[src/verilog/uerx_regs.vh]
// register offsets, field positions and encodings of the endpoint rx channel
`ifndef UERX_REGS_VH
`define UERX_REGS_VH
// ---------------------------------------------------------------
// register offsets (chosen)
// ---------------------------------------------------------------
`define UERX_ADDR_CHEP      4'h0
`define UERX_ADDR_CNTR      4'h1
`define UERX_ADDR_EVT       4'h2
// ---------------------------------------------------------------
// endpoint_channel_control fields
// ---------------------------------------------------------------
`define UERX_TADDR_LSB      16
`define UERX_TADDR_MSB      22
`define UERX_RXDONE_BIT     15
`define UERX_RXTOG_BIT      14
`define UERX_RXSTAT_LSB     12
`define UERX_RXSTAT_MSB     13
`define UERX_SETUP_BIT      11
`define UERX_EPTYPE_LSB     9
`define UERX_EPTYPE_MSB     10
`define UERX_KIND_BIT       8
`define UERX_TXDONE_BIT     7
`define UERX_TXTOG_BIT      6
// ---------------------------------------------------------------
// controller control fields (chosen)
// ---------------------------------------------------------------
`define UERX_CNTR_HOST_BIT  0
`define UERX_CNTR_DONEIE_BIT 1
`define UERX_CNTR_RST_BIT   2
// ---------------------------------------------------------------
// encodings
// ---------------------------------------------------------------
`define UERX_ST_DIS         2'h0
`define UERX_ST_STALL       2'h1
`define UERX_ST_NAK         2'h2
`define UERX_ST_VALID       2'h3
`define UERX_TY_BULK        2'h0
`define UERX_TY_CTRL        2'h1
`define UERX_TY_ISO         2'h2
`define UERX_TY_INT         2'h3
// link-side result codes
`define UERX_RES_ACK        2'h0
`define UERX_RES_NAK        2'h1
`define UERX_RES_STALL      2'h2
`define UERX_RES_ERR        2'h3
`define UERX_RESET_VAL      32'h0000_0000
`endif

[src/verilog/uerx_sync.v]
// two-flop synchroniser for the bus-reset level from the pin side
module uerx_sync (
   input  wire mclk,  // clock
   input  wire rst,   // async reset
   input  wire d,     // asynchronous level
   output reg  q      // synchronised level
);
   reg meta;
   // ---------------------------------------------------------------
   // two stages, first one read only by the second
   // ---------------------------------------------------------------
   always @(posedge mclk or posedge rst) begin
      if (rst) begin
         meta <= 1'b0;
         q    <= 1'b0;
      end else begin
         meta <= d;
         q    <= meta;
      end
   end
endmodule

[src/verilog/uerx_chan.v]
// receive side and configuration of one usb endpoint / host channel
//
// Local design decisions: the strobed register port and the register addresses.
`include "uerx_regs.vh"
module uerx_chan (
   input  wire        mclk,         // 10 MHz clock
   input  wire        rst,          // async reset, active high
   input  wire [3:0]  addr,         // register word index
   input  wire [31:0] wdata,        // write data
   input  wire        wr,           // write strobe
   input  wire        rd,           // read strobe
   output reg  [31:0] rdata,        // read data, cycle after rd
   input  wire        usb_reset_pin,// bus reset seen on the line (async)
   input  wire        sof,          // start of frame pulse
   input  wire        rx_end,       // reception / IN transaction ended
   input  wire        rx_is_setup,  // ended token was SETUP
   input  wire [1:0]  rx_result,    // outcome of the transaction
   input  wire        rx_pid,       // data PID received (0 DATA0)
   input  wire        tx_setup_ack, // host: SETUP acknowledged
   input  wire        tx_done_set,  // tx transaction done event
   output reg  [6:0]  target_device_address, // host target address
   output reg         rx_handshake, // device: give handshake to rx
   output reg  [1:0]  rx_reply,     // device: reply code for token
   output reg         issue_req,    // host: channel requests a slot
   output reg         ep_irq,       // endpoint interrupt condition
   output reg         gen_irq       // generic controller interrupt
);
   // ---------------------------------------------------------------
   // state
   // ---------------------------------------------------------------
   reg        rx_transaction_done;
   reg        tx_transaction_done;
   reg        rx_data_toggle;
   reg        tx_data_toggle;
   reg [1:0]  rx_status;
   reg        setup_bit;
   reg [1:0]  endpoint_type;
   reg        endpoint_kind_bit;
   reg        host_mode;
   reg        transfer_done_irq_enable;
   reg        forced_bus_reset;
   reg        running;       // host: transaction under way
   reg        aborted;       // host: running one was disabled
   reg        buf_owed;      // host dbl buffer awaiting release
   reg        tx_tog_seen;   // tx toggle at last ACK
   reg [24:0] rsvd_hi;       // other rw bits held as stored
   wire       bus_reset;
   wire       clr_all;

   uerx_sync u_sync (
      .mclk (mclk),
      .rst  (rst),
      .d    (usb_reset_pin),
      .q    (bus_reset)
   );

   assign clr_all = bus_reset | forced_bus_reset;

   // decoded helpers
   function is_type;
      input [1:0] t;
      input [1:0] want;
      begin
         is_type = (t == want);
      end
   endfunction

   wire is_ctrl = is_type(endpoint_type, `UERX_TY_CTRL);
   wire is_iso  = is_type(endpoint_type, `UERX_TY_ISO);
   wire dbl_buf = is_type(endpoint_type, `UERX_TY_BULK) & endpoint_kind_bit;
   wire w_chep  = wr & (addr == `UERX_ADDR_CHEP);
   wire w_cntr  = wr & (addr == `UERX_ADDR_CNTR);
   // setup on non-control is dropped; in host mode it still ends a running transaction
   wire setup_ok = ~rx_is_setup | is_ctrl;
   wire ev       = rx_end & setup_ok;
   wire ack      = (rx_result == `UERX_RES_ACK);
   wire pid_ok   = (rx_pid == rx_data_toggle);
   // device success: stall still lets setup through, NAK drops it
   wire dev_ok   = ~host_mode & ev & ack &
                   (rx_is_setup ? (rx_status == `UERX_ST_STALL ||
                                   rx_status == `UERX_ST_VALID)
                                : (rx_status == `UERX_ST_VALID) &
                                  (is_iso | pid_ok));
   wire host_ev  = host_mode & ev & running & ~aborted;

   // ---------------------------------------------------------------
   // device-side token reply (combinational next, flopped out)
   // ---------------------------------------------------------------
   reg       next_hs;
   reg [1:0] next_reply;
   always @* begin
      next_hs    = 1'b0;
      next_reply = `UERX_RES_ACK;
      // a corrupted packet is never answered
      if (!host_mode && rx_end && setup_ok &&
          rx_result != `UERX_RES_ERR) begin
         if (rx_is_setup) begin
            // SETUP cannot be NAKed: stay silent like a bad packet
            next_hs    = (rx_status != `UERX_ST_NAK) &&
                         (rx_status != `UERX_ST_DIS);
            next_reply = `UERX_RES_ACK;
         end else begin
            case (rx_status)
               `UERX_ST_STALL: begin
                  next_hs    = 1'b1;
                  next_reply = `UERX_RES_STALL;
               end
               `UERX_ST_NAK: begin
                  next_hs    = 1'b1;
                  next_reply = `UERX_RES_NAK;
               end
               `UERX_ST_VALID: begin
                  next_hs    = ~is_iso;
                  next_reply = `UERX_RES_ACK;
               end
               default: begin
                  next_hs    = 1'b0;
                  next_reply = `UERX_RES_ACK;
               end
            endcase
         end
      end
   end

   // ---------------------------------------------------------------
   // controller control bits
   // ---------------------------------------------------------------
   always @(posedge mclk or posedge rst) begin
      if (rst) begin
         host_mode                <= 1'b0;
         transfer_done_irq_enable <= 1'b0;
         forced_bus_reset         <= 1'b0;
      end else if (w_cntr) begin
         host_mode                <= wdata[`UERX_CNTR_HOST_BIT];
         transfer_done_irq_enable <= wdata[`UERX_CNTR_DONEIE_BIT];
         forced_bus_reset         <= wdata[`UERX_CNTR_RST_BIT];
      end
   end

   // ---------------------------------------------------------------
   // done flags: set wins over the software clear, kept on bus reset
   // ---------------------------------------------------------------
   always @(posedge mclk or posedge rst) begin
      if (rst) begin
         rx_transaction_done <= 1'b0;
         tx_transaction_done <= 1'b0;
      end else begin
         if (dev_ok | host_ev)
            rx_transaction_done <= 1'b1;
         else if (w_chep && !wdata[`UERX_RXDONE_BIT])
            rx_transaction_done <= 1'b0;
         if (tx_done_set)
            tx_transaction_done <= 1'b1;
         else if (w_chep && !wdata[`UERX_TXDONE_BIT])
            tx_transaction_done <= 1'b0;
      end
   end

   // ---------------------------------------------------------------
   // toggles, status, setup, configuration
   // hardware update first, then software toggle-on-one on top, so a
   // write landing with an event still has its effect
   // ---------------------------------------------------------------
   reg        next_dtog;
   reg [1:0]  next_stat;
   reg        next_setup;
   reg        next_run;
   reg        next_abort;
   reg        next_owed;
   always @* begin
      next_dtog  = rx_data_toggle;
      next_stat  = rx_status;
      next_setup = setup_bit;
      next_run   = running;
      next_abort = aborted;
      next_owed  = buf_owed;
      if (!host_mode) begin
         if (dev_ok) begin
            if (rx_is_setup)
               next_dtog = 1'b0;
            else
               next_dtog = ~rx_data_toggle;
            if (!is_iso)
               next_stat = `UERX_ST_NAK;
         end else if (ev && is_iso && !rx_is_setup &&
                      rx_status == `UERX_ST_VALID)
            next_dtog = ~rx_data_toggle;
         if (dev_ok && is_ctrl && !rx_transaction_done)
            next_setup = rx_is_setup;
      end else begin
         // host: frame start revalidates a naked channel
         if (sof && rx_status == `UERX_ST_NAK)
            next_stat = `UERX_ST_VALID;
         if (issue_req && sof)
            next_run = 1'b1;
         if (rx_end && running) begin
            next_run   = 1'b0;
            next_abort = 1'b0;
            if (!aborted) begin
               case (rx_result)
                  `UERX_RES_ACK: begin
                     if (!is_iso)
                        next_dtog = ~rx_data_toggle;
                     if (rx_is_setup)
                        next_dtog = 1'b0;
                     if (dbl_buf)
                        next_owed = 1'b1;
                     else if (!is_iso)
                        next_stat = `UERX_ST_DIS;
                  end
                  `UERX_RES_NAK:   next_stat = `UERX_ST_NAK;
                  `UERX_RES_STALL: next_stat = `UERX_ST_STALL;
                  default:         next_stat = rx_status;
               endcase
            end
         end
         if (tx_setup_ack)
            next_setup = 1'b0;
         if (tx_data_toggle != tx_tog_seen)
            next_owed = 1'b0;
      end
      if (w_chep) begin
         next_dtog = next_dtog ^ wdata[`UERX_RXTOG_BIT];
         next_stat = next_stat ^
                     wdata[`UERX_RXSTAT_MSB:`UERX_RXSTAT_LSB];
         if (host_mode) begin
            if (is_ctrl)
               next_setup = wdata[`UERX_SETUP_BIT];
            if (rx_status == `UERX_ST_VALID &&
                next_stat == `UERX_ST_DIS && running)
               next_abort = 1'b1;
         end
      end
   end

   always @(posedge mclk or posedge rst) begin
      if (rst) begin
         rx_data_toggle        <= 1'b0;
         tx_data_toggle        <= 1'b0;
         rx_status             <= `UERX_ST_DIS;
         setup_bit             <= 1'b0;
         endpoint_type         <= `UERX_TY_BULK;
         endpoint_kind_bit     <= 1'b0;
         target_device_address <= 7'h00;
         running               <= 1'b0;
         aborted               <= 1'b0;
         buf_owed              <= 1'b0;
         tx_tog_seen           <= 1'b0;
      end else if (clr_all) begin
         rx_data_toggle        <= 1'b0;
         tx_data_toggle        <= 1'b0;
         rx_status             <= `UERX_ST_DIS;
         setup_bit             <= 1'b0;
         endpoint_type         <= `UERX_TY_BULK;
         endpoint_kind_bit     <= 1'b0;
         target_device_address <= 7'h00;
         running               <= 1'b0;
         aborted               <= 1'b0;
         buf_owed              <= 1'b0;
         tx_tog_seen           <= 1'b0;
      end else begin
         rx_data_toggle <= next_dtog;
         rx_status      <= next_stat;
         setup_bit      <= next_setup;
         running        <= next_run;
         aborted        <= next_abort;
         buf_owed       <= next_owed;
         if (next_owed && !buf_owed)
            tx_tog_seen <= tx_data_toggle;
         if (w_chep) begin
            tx_data_toggle <= tx_data_toggle ^ wdata[`UERX_TXTOG_BIT];
            endpoint_type  <= wdata[`UERX_EPTYPE_MSB:`UERX_EPTYPE_LSB];
            endpoint_kind_bit <= wdata[`UERX_KIND_BIT];
            target_device_address <=
               wdata[`UERX_TADDR_MSB:`UERX_TADDR_LSB];
         end
      end
   end

   // other writable bits (tx status, endpoint number) kept for readback
   always @(posedge mclk or posedge rst) begin
      if (rst)
         rsvd_hi <= 25'h000_0000;
      else if (clr_all)
         rsvd_hi <= 25'h000_0000;
      else if (w_chep)
         rsvd_hi <= {19'h0_0000, wdata[5:0]};
   end

   // ---------------------------------------------------------------
   // outputs, all flopped
   // ---------------------------------------------------------------
   always @(posedge mclk or posedge rst) begin
      if (rst) begin
         rx_handshake <= 1'b0;
         rx_reply     <= `UERX_RES_ACK;
         issue_req    <= 1'b0;
         ep_irq       <= 1'b0;
         gen_irq      <= 1'b0;
      end else begin
         rx_handshake <= next_hs;
         rx_reply     <= next_reply;
         // suspended double buffer simply stops asking
         issue_req    <= host_mode & (next_stat == `UERX_ST_VALID) &
                         ~next_run & ~next_owed & ~clr_all;
         ep_irq       <= rx_transaction_done;
         gen_irq      <= rx_transaction_done &
                         transfer_done_irq_enable;
      end
   end

   // ---------------------------------------------------------------
   // register read, data in the cycle after rd
   // ---------------------------------------------------------------
   always @(posedge mclk or posedge rst) begin
      if (rst)
         rdata <= `UERX_RESET_VAL;
      else if (rd) begin
         case (addr)
            `UERX_ADDR_CHEP:
               rdata <= {9'h000, target_device_address,
                         rx_transaction_done, rx_data_toggle, rx_status,
                         setup_bit, endpoint_type, endpoint_kind_bit,
                         tx_transaction_done, tx_data_toggle,
                         rsvd_hi[5:0]};
            `UERX_ADDR_CNTR:
               rdata <= {29'h0000_0000, forced_bus_reset,
                         transfer_done_irq_enable, host_mode};
            `UERX_ADDR_EVT:
               rdata <= {28'h000_0000, aborted, buf_owed, running,
                         bus_reset};
            default:
               rdata <= `UERX_RESET_VAL;
         endcase
      end else
         rdata <= `UERX_RESET_VAL;
   end
endmodule

[config.mk]
export PLATFORM = sky130hd
export DESIGN_NAME = uerx_chan
export DESIGN_NICKNAME = d
export VERILOG_FILES = /design/src/verilog/uerx_sync.v /design/src/verilog/uerx_chan.v
export VERILOG_INCLUDE_DIRS = /design/src /design/src/verilog
export SDC_FILE = /design/constraint.sdc
export NUM_CORES = 1
export LEC_CHECK = 0
export BUFFER_PORTS_ARGS = -buffer_cell sky130_fd_sc_hd__clkbuf_2
export CAP_MARGIN = 20
export CORE_ASPECT_RATIO = 0.7
export CORE_UTILIZATION = 40
export CTS_BUF_LIST = sky130_fd_sc_hd__clkbuf_4
export DETAILED_ROUTE_END_ITERATION = 8
export PLACE_DENSITY_LB_ADDON = 0.05
export SYNTH_ARGS = -nofsm -noshare
export SYNTH_HDL_FRONTEND = slang
export SYNTH_SLANG_ARGS = --single-unit
[constraint.sdc]
create_clock -name mclk -period 5.3 [get_ports mclk]
set_input_delay 1.06 -clock mclk [delete_from_list [all_inputs] [get_ports mclk]]
set_output_delay 1.06 -clock mclk [all_outputs]
set_load 0.1 [all_outputs]
# [Word-level counts from Yosys, hierarchy flattened]
# Cells that the tools add are included.
# W data, S select, Z words.
[op_classes] eq_ne=14 bitwise=31 n_mux=71 reduce_logical=34
[op_table] cell="$pmux W23 S3" count=1
[op_table] cell="$mux W1" count=48
[op_table] cell="$mux W32" count=1
[op_table] cell="$mux W2" count=14
[op_table] cell="$logic_and A1 B1 Y1" count=17
[op_table] cell="$and A1 B1 Y1" count=16
[op_table] cell="$mux W7" count=2
[op_table] cell="$mux W6" count=2
[op_table] cell="$eq A2 B2 Y1 const B" count=5
[op_table] cell="$reduce_bool A2 Y1" count=5
[op_table] cell="$not A1 Y1" count=8
[op_table] cell="$eq A2 B1 Y1 const B" count=3
[op_table] cell="$logic_not A1 Y1" count=6
[op_table] cell="$logic_not A2 Y1" count=3
[op_table] cell="$pmux W2 S3" count=1
[op_table] cell="$eq A4 B1 Y1 const B" count=1
[op_table] cell="$eq A4 B2 Y1 const B" count=1
[op_table] cell="$logic_not A4 Y1" count=1
[op_table] cell="$ne A2 B2 Y1 const B" count=2
[op_table] cell="$or A1 B1 Y1" count=4
[op_table] cell="$pmux W2 S2" count=1
[op_table] cell="$pmux W1 S2" count=1
[op_table] cell="$reduce_or A2 Y1" count=1
[op_table] cell="$xor A1 B1 Y1" count=2
[op_table] cell="other kinds (4)" count=4
[totals] inputBits=49 ff_bits=70 output_inout_bits=45 wordCells=175

# [Longest topological paths before layout]
[depth] ltp_word=17 depth_mapped=8 ltp_nobuf=8

# [Modules after synthesis]
# A second synthesis with hierarchy kept.
[unflattened] cells_unflattened=284 hier_area_um2=2845.2
[by_module_without_submodules] module="uerx_chan" seq_area_each_um2=1476.4 cells_each=281 n_inst=1 area_each_um2=2791.4
[by_module_without_submodules] module="uerx_sync" seq_area_each_um2=50.0 cells_each=3 n_inst=1 area_each_um2=53.8

# [Worst setup path before layout]
# OpenSTA, ideal clock, no wires.
[synth_path] path_kind="in2reg" from="input port rx_result[1]" to="register aborted" path_slack_ns=2.727 stages=6 arrival_ns=2.469 n_path_buf=0 cell_sequence="or2_1 -> a2111oi_4 -> a311oi_1 -> a31o_1 -> xor2_1 -> o41ai_2"
[synth_via] elab_chain_cells=13 elab_cells_between_ends=18 cone_classes="eq/ne (2); mux (9); bitwise (3); reduce/logical (4)"
[synth_lines] element="from (decl)" line_no="uerx_chan.v:17" source="input wire [1:0] rx_result,"
[synth_lines] element="$eq A2 B2 Y1, or another cell as far along" line_no="uerx_chan.v:200" source="case (rx_result)"
[synth_lines] element="$pmux W2 S3 / $and A1 B1 Y1 (equally long branches)" line_no="uerx_chan.v:200, uerx_chan.v:79"
[synth_lines] element="$mux W2 / $and A1 B1 Y1 (equally long branches)" line_no="uerx_chan.v:199, uerx_chan.v:79"
[synth_lines] element="$mux W2 (on tied branches)" line_no="uerx_chan.v:196, uerx_chan.v:178"
[synth_lines] element="$mux W2 (*)" line_no="uerx_chan.v:177" source="if (!host_mode) begin"
[synth_lines] element="$xor A2 B2 Y2 (*)" line_no="uerx_chan.v:224" source="next_stat = next_stat ^"
[synth_lines] element="$logic_not A2 Y1 (no line) (*)"
[synth_lines] element="$logic_and A1 B1 Y1 (no line) (*)"
[synth_lines] element="$logic_and A1 B1 Y1 (*)" line_no="uerx_chan.v:229" source="if (rx_status == `UERX_ST_VALID &&"
[synth_lines] element="$mux W1 (*)" line_no="uerx_chan.v:229"
[synth_lines] element="$mux W1 (*)" line_no="uerx_chan.v:226" source="if (host_mode) begin"
[synth_lines] element="$mux W1 (*)" line_no="uerx_chan.v:222" source="if (w_chep) begin"
[synth_lines] element="$mux W1 (*)" line_no="uerx_chan.v:249" source="end else if (clr_all) begin"
[synth_lines] element="to (signal assigned)" line_no="uerx_chan.v:266" source="aborted <= next_abort;"
[synth_lines] element="to (decl)" line_no="uerx_chan.v:43" source="reg aborted;"
# Mark *: on every way between the ends. The rest lies on a longest branch, timed or not.
# A chain may end at the register's enable or synchronous reset.

# [Worst setup path after layout]
# Ends and elaborated chain as after synthesis.

==> metrics <==
PortBufs=75; PwrDens=281 nW/um^2; max-cap viol count=0; clk root buf=clkbuf_4; TritonCTS clock tree=built; sequential share of the synthesized area=0.533; Critical Path AT=2.80 ns; number of placement rows=25; Ports=94; CP required=between 5 and 6 ns; FFs w/ async S/R, synth=1.00; synth-to-layout area growth=19.1%; Min Clock Period, post-route=between 2 and 3 ns; Synth Instances=between 200 and 300; final wirelength=about 6300 um; largest net degree at the start of global routing=62; detailed-route via count=around 2200; DP HPWL=around 4300 um; Setup violations, final=0; Post-DP Area=roughly 3300 um^2; flops & latches, synth=61; Yosys cell types=between 40 and 50; CP Launch Type=primary input; Slew headroom=0.412; CTS resizes=0; First-pass DRT Iterations=4; GR Util met3=0.0613; met2 Use GR=0.254; worst-path fanout max=7; critical path type=in2reg; main flop type after synthesis=dfrtp_1; H-tree depth=3; grt ovf=0; Global Route met1 Usage=0.278; # hold bufs at CTS=0; Nets=around 410; number of global-route vias before repair=2057; Vias per Instance=roughly 4.8; setup TNS=0 ns; routed wire length per instance=roughly 14 um; final period utilization=0.473; Hold WS=between 0.3 and 0.4 ns; Iteration-0 DRC Markers=between 100 and 150; DIE AREA=7500 um^2; max-slew violations=0; Post-CTS Setup Bufs=0; VDD IR max=approximately 130 uV; hold crit path type=reg2reg; Starting Density=0.420; fmax=between 300 and 400 MHz; RSZ-0062 raised after global routing=false; Syn Std Cell Area=between 2000 and 3000 um^2; # clock sinks=61; EDFF count, synth=0; Core ar.=6820 um^2; outcome=finished, final reports clean; antenna violations before repair=0; clock skew=between 0.007 and 0.008 ns; Mean Syn Cell Area=slightly above 10 um^2; synth warn=0; gpl congestion=around 0.76; Leak Pwr=1.66 nW; Slew @ Worst Pin=slightly below 0.9 ns; clk_lat worst skew=roughly 0.4 ns; fraction of layout cells with a size suffix above 1=0.285; Worst Setup End Kind=register; first-pass GRT wire length=10200 um; GRT Resource Usage Total=0.187; clock buffer depth=2; drt drc=0; Num CTS Buffers=9; Final Hold Fails=0; GRT Max-Usage Layer=met1; Die W=a little over 100 um; die height=between 70 and 80 um; remaining antenna violation count after routing=0; design area=between 3000 and 4000 um^2; CTS clk-pin slew, worst paths=0.09 ns; n_diodes=0
-- worst paths after layout --
path,startpoint,end,slack [ns],depth (start not counted)
worst max-delay path,rx_result[1],aborted$_DFF_PP0_,2.79,7
max in group asynchronous,rst,rdata[0]$_DFF_PP0_,3.96,3
worst min-delay path,u_sync.meta$_DFF_PP0_,u_sync.q$_DFF_PP0_,0.36,0
worst max register to register,host_mode$_DFFE_PP0P_,aborted$_DFF_PP0_,2.91,6
worst min register to register,u_sync.meta$_DFF_PP0_,u_sync.q$_DFF_PP0_,0.36,0
min in group asynchronous,rst,rdata[7]$_DFF_PP0_,0.84,3
-- critical path, stage by stage --
cell and delay, ns:
clkbuf_2 0.12, or2_1 0.29, a2111oi_4 0.47, a311oi_1 0.17, a31o_1 0.26, xor2_1 0.16, o41ai_2 0.27
-- cells in the final DEF (no fill, tap or decap), drive strengths merged, types with 2 or more instances in the layout --
master	netlist	layout
clkbuf	10	84
dfrtp	61	61
nand2	45	45
a21oi	26	26
nor2	22	22
and2	22	22
conb	1	9
xor2	6	6
ha	6	6
nand2b	6	6
o21ai	6	6
nand3	5	5
inv	5	5
nor3	5	5
mux2i	4	4
nor4	4	4
clkinv	0	4
nor4b	3	3
mux2	3	3
buf	12	3
or2	3	3
nor2b	2	2
o211ai	2	2
xnor2	2	2
a311oi	2	2
a22oi	2	2
o41ai	2	2
o31ai	2	2
-- per-stage QoR --
stage | power, W | setup slack, ns | utilization | instances
2_1_floorplan | 0.000632 | 2.73 | - | 291
3_3_place_gp | 0.000667 | 2.39 | 0.482 | 441
3_5_place_dp | 0.000667 | 2.40 | 0.482 | 441
4_1_cts | 0.000968 | 2.81 | 0.500 | 456
5_1_grt | 0.00101 | 2.62 | 0.500 | 456
6_report | 0.000957 | 2.79 | 0.500 | 456
-- layer usage --
layer,vias up,wire (um)
met1,1004,3220
met5,-,0
met4,0,53
met3,5,502
li1,1091,-
met2,89,2510
-- cells by family (layout without fill, tap and decap cells) --
kind of cell             Yosys count  after routing  synth area share
AND/OR/NAND/NOR                  123            123             0.219
flip-flops                        61             61             0.533
AO/OA/AOI/OAI                     50             50             0.119
buffers and inverters             27             98            0.0507
XOR/XNOR                           8              8            0.0245
multiplexers                       7              7            0.0258
adder cells (fa/ha/maj)            6              6            0.0262
other                              1              9           0.00131
-- where the power goes --
| group | switching, W | internal, W |
|---|---|---|
| logic | 0.000111 | 0.0000473 |
| clock network | 0.000163 | 0.000137 |
| registers | 0.0000220 | 0.000478 |
| total | 0.000296 | 0.000661 |
-- state kept, by name (all words and copies together) (netlist names), 2 cells and up --
| name | count |
|---|---|
| endpoint_type | 2 |
| rsvd_hi | 6 |
| target_device_address | 7 |
| rx_reply | 2 |
| rx_status | 2 |
| rdata | 23 |
-- cell usage after synthesis (2+ instances only) --
cell type,instances,area share
o31ai_1,2,0.0052
o21ai_1,2,0.0035
a22oi_1,2,0.0052
mux2i_1,4,0.014
mux2_2,3,0.012
buf_2,2,0.0035
a311oi_1,2,0.0061
dfrtp_1,61,0.53
nor4_1,3,0.0066
xor2_1,6,0.018
and2_1,22,0.048
inv_1,5,0.0066
a21oi_1,26,0.045
nor2b_1,2,0.0044
clkbuf_1,10,0.013
nor4b_1,3,0.0092
or2_1,2,0.0044
buf_4,9,0.024
nand2b_1,4,0.0087
nand2_1,45,0.059
nor2_1,22,0.029
o211ai_1,2,0.0052
nand3_1,5,0.0087
ha_1,6,0.026
o21ai_0,4,0.0070
o41ai_2,2,0.011
nand2b_4,2,0.0096
nor3_1,5,0.0087
xnor2_1,2,0.0061
-- final cells by class --
class | instances | area, um^2
timing repair buffer | 78 | 398
tap | 94 | 118
clock inverter | 6 | 55.1
inverter | 5 | 18.8
multi-input combinational | 203 | 1220
fill | 687 | 3410
clock buffer | 9 | 67.6
sequential | 61 | 1530
Note: power is estimated with default switching activity, not from simulation.
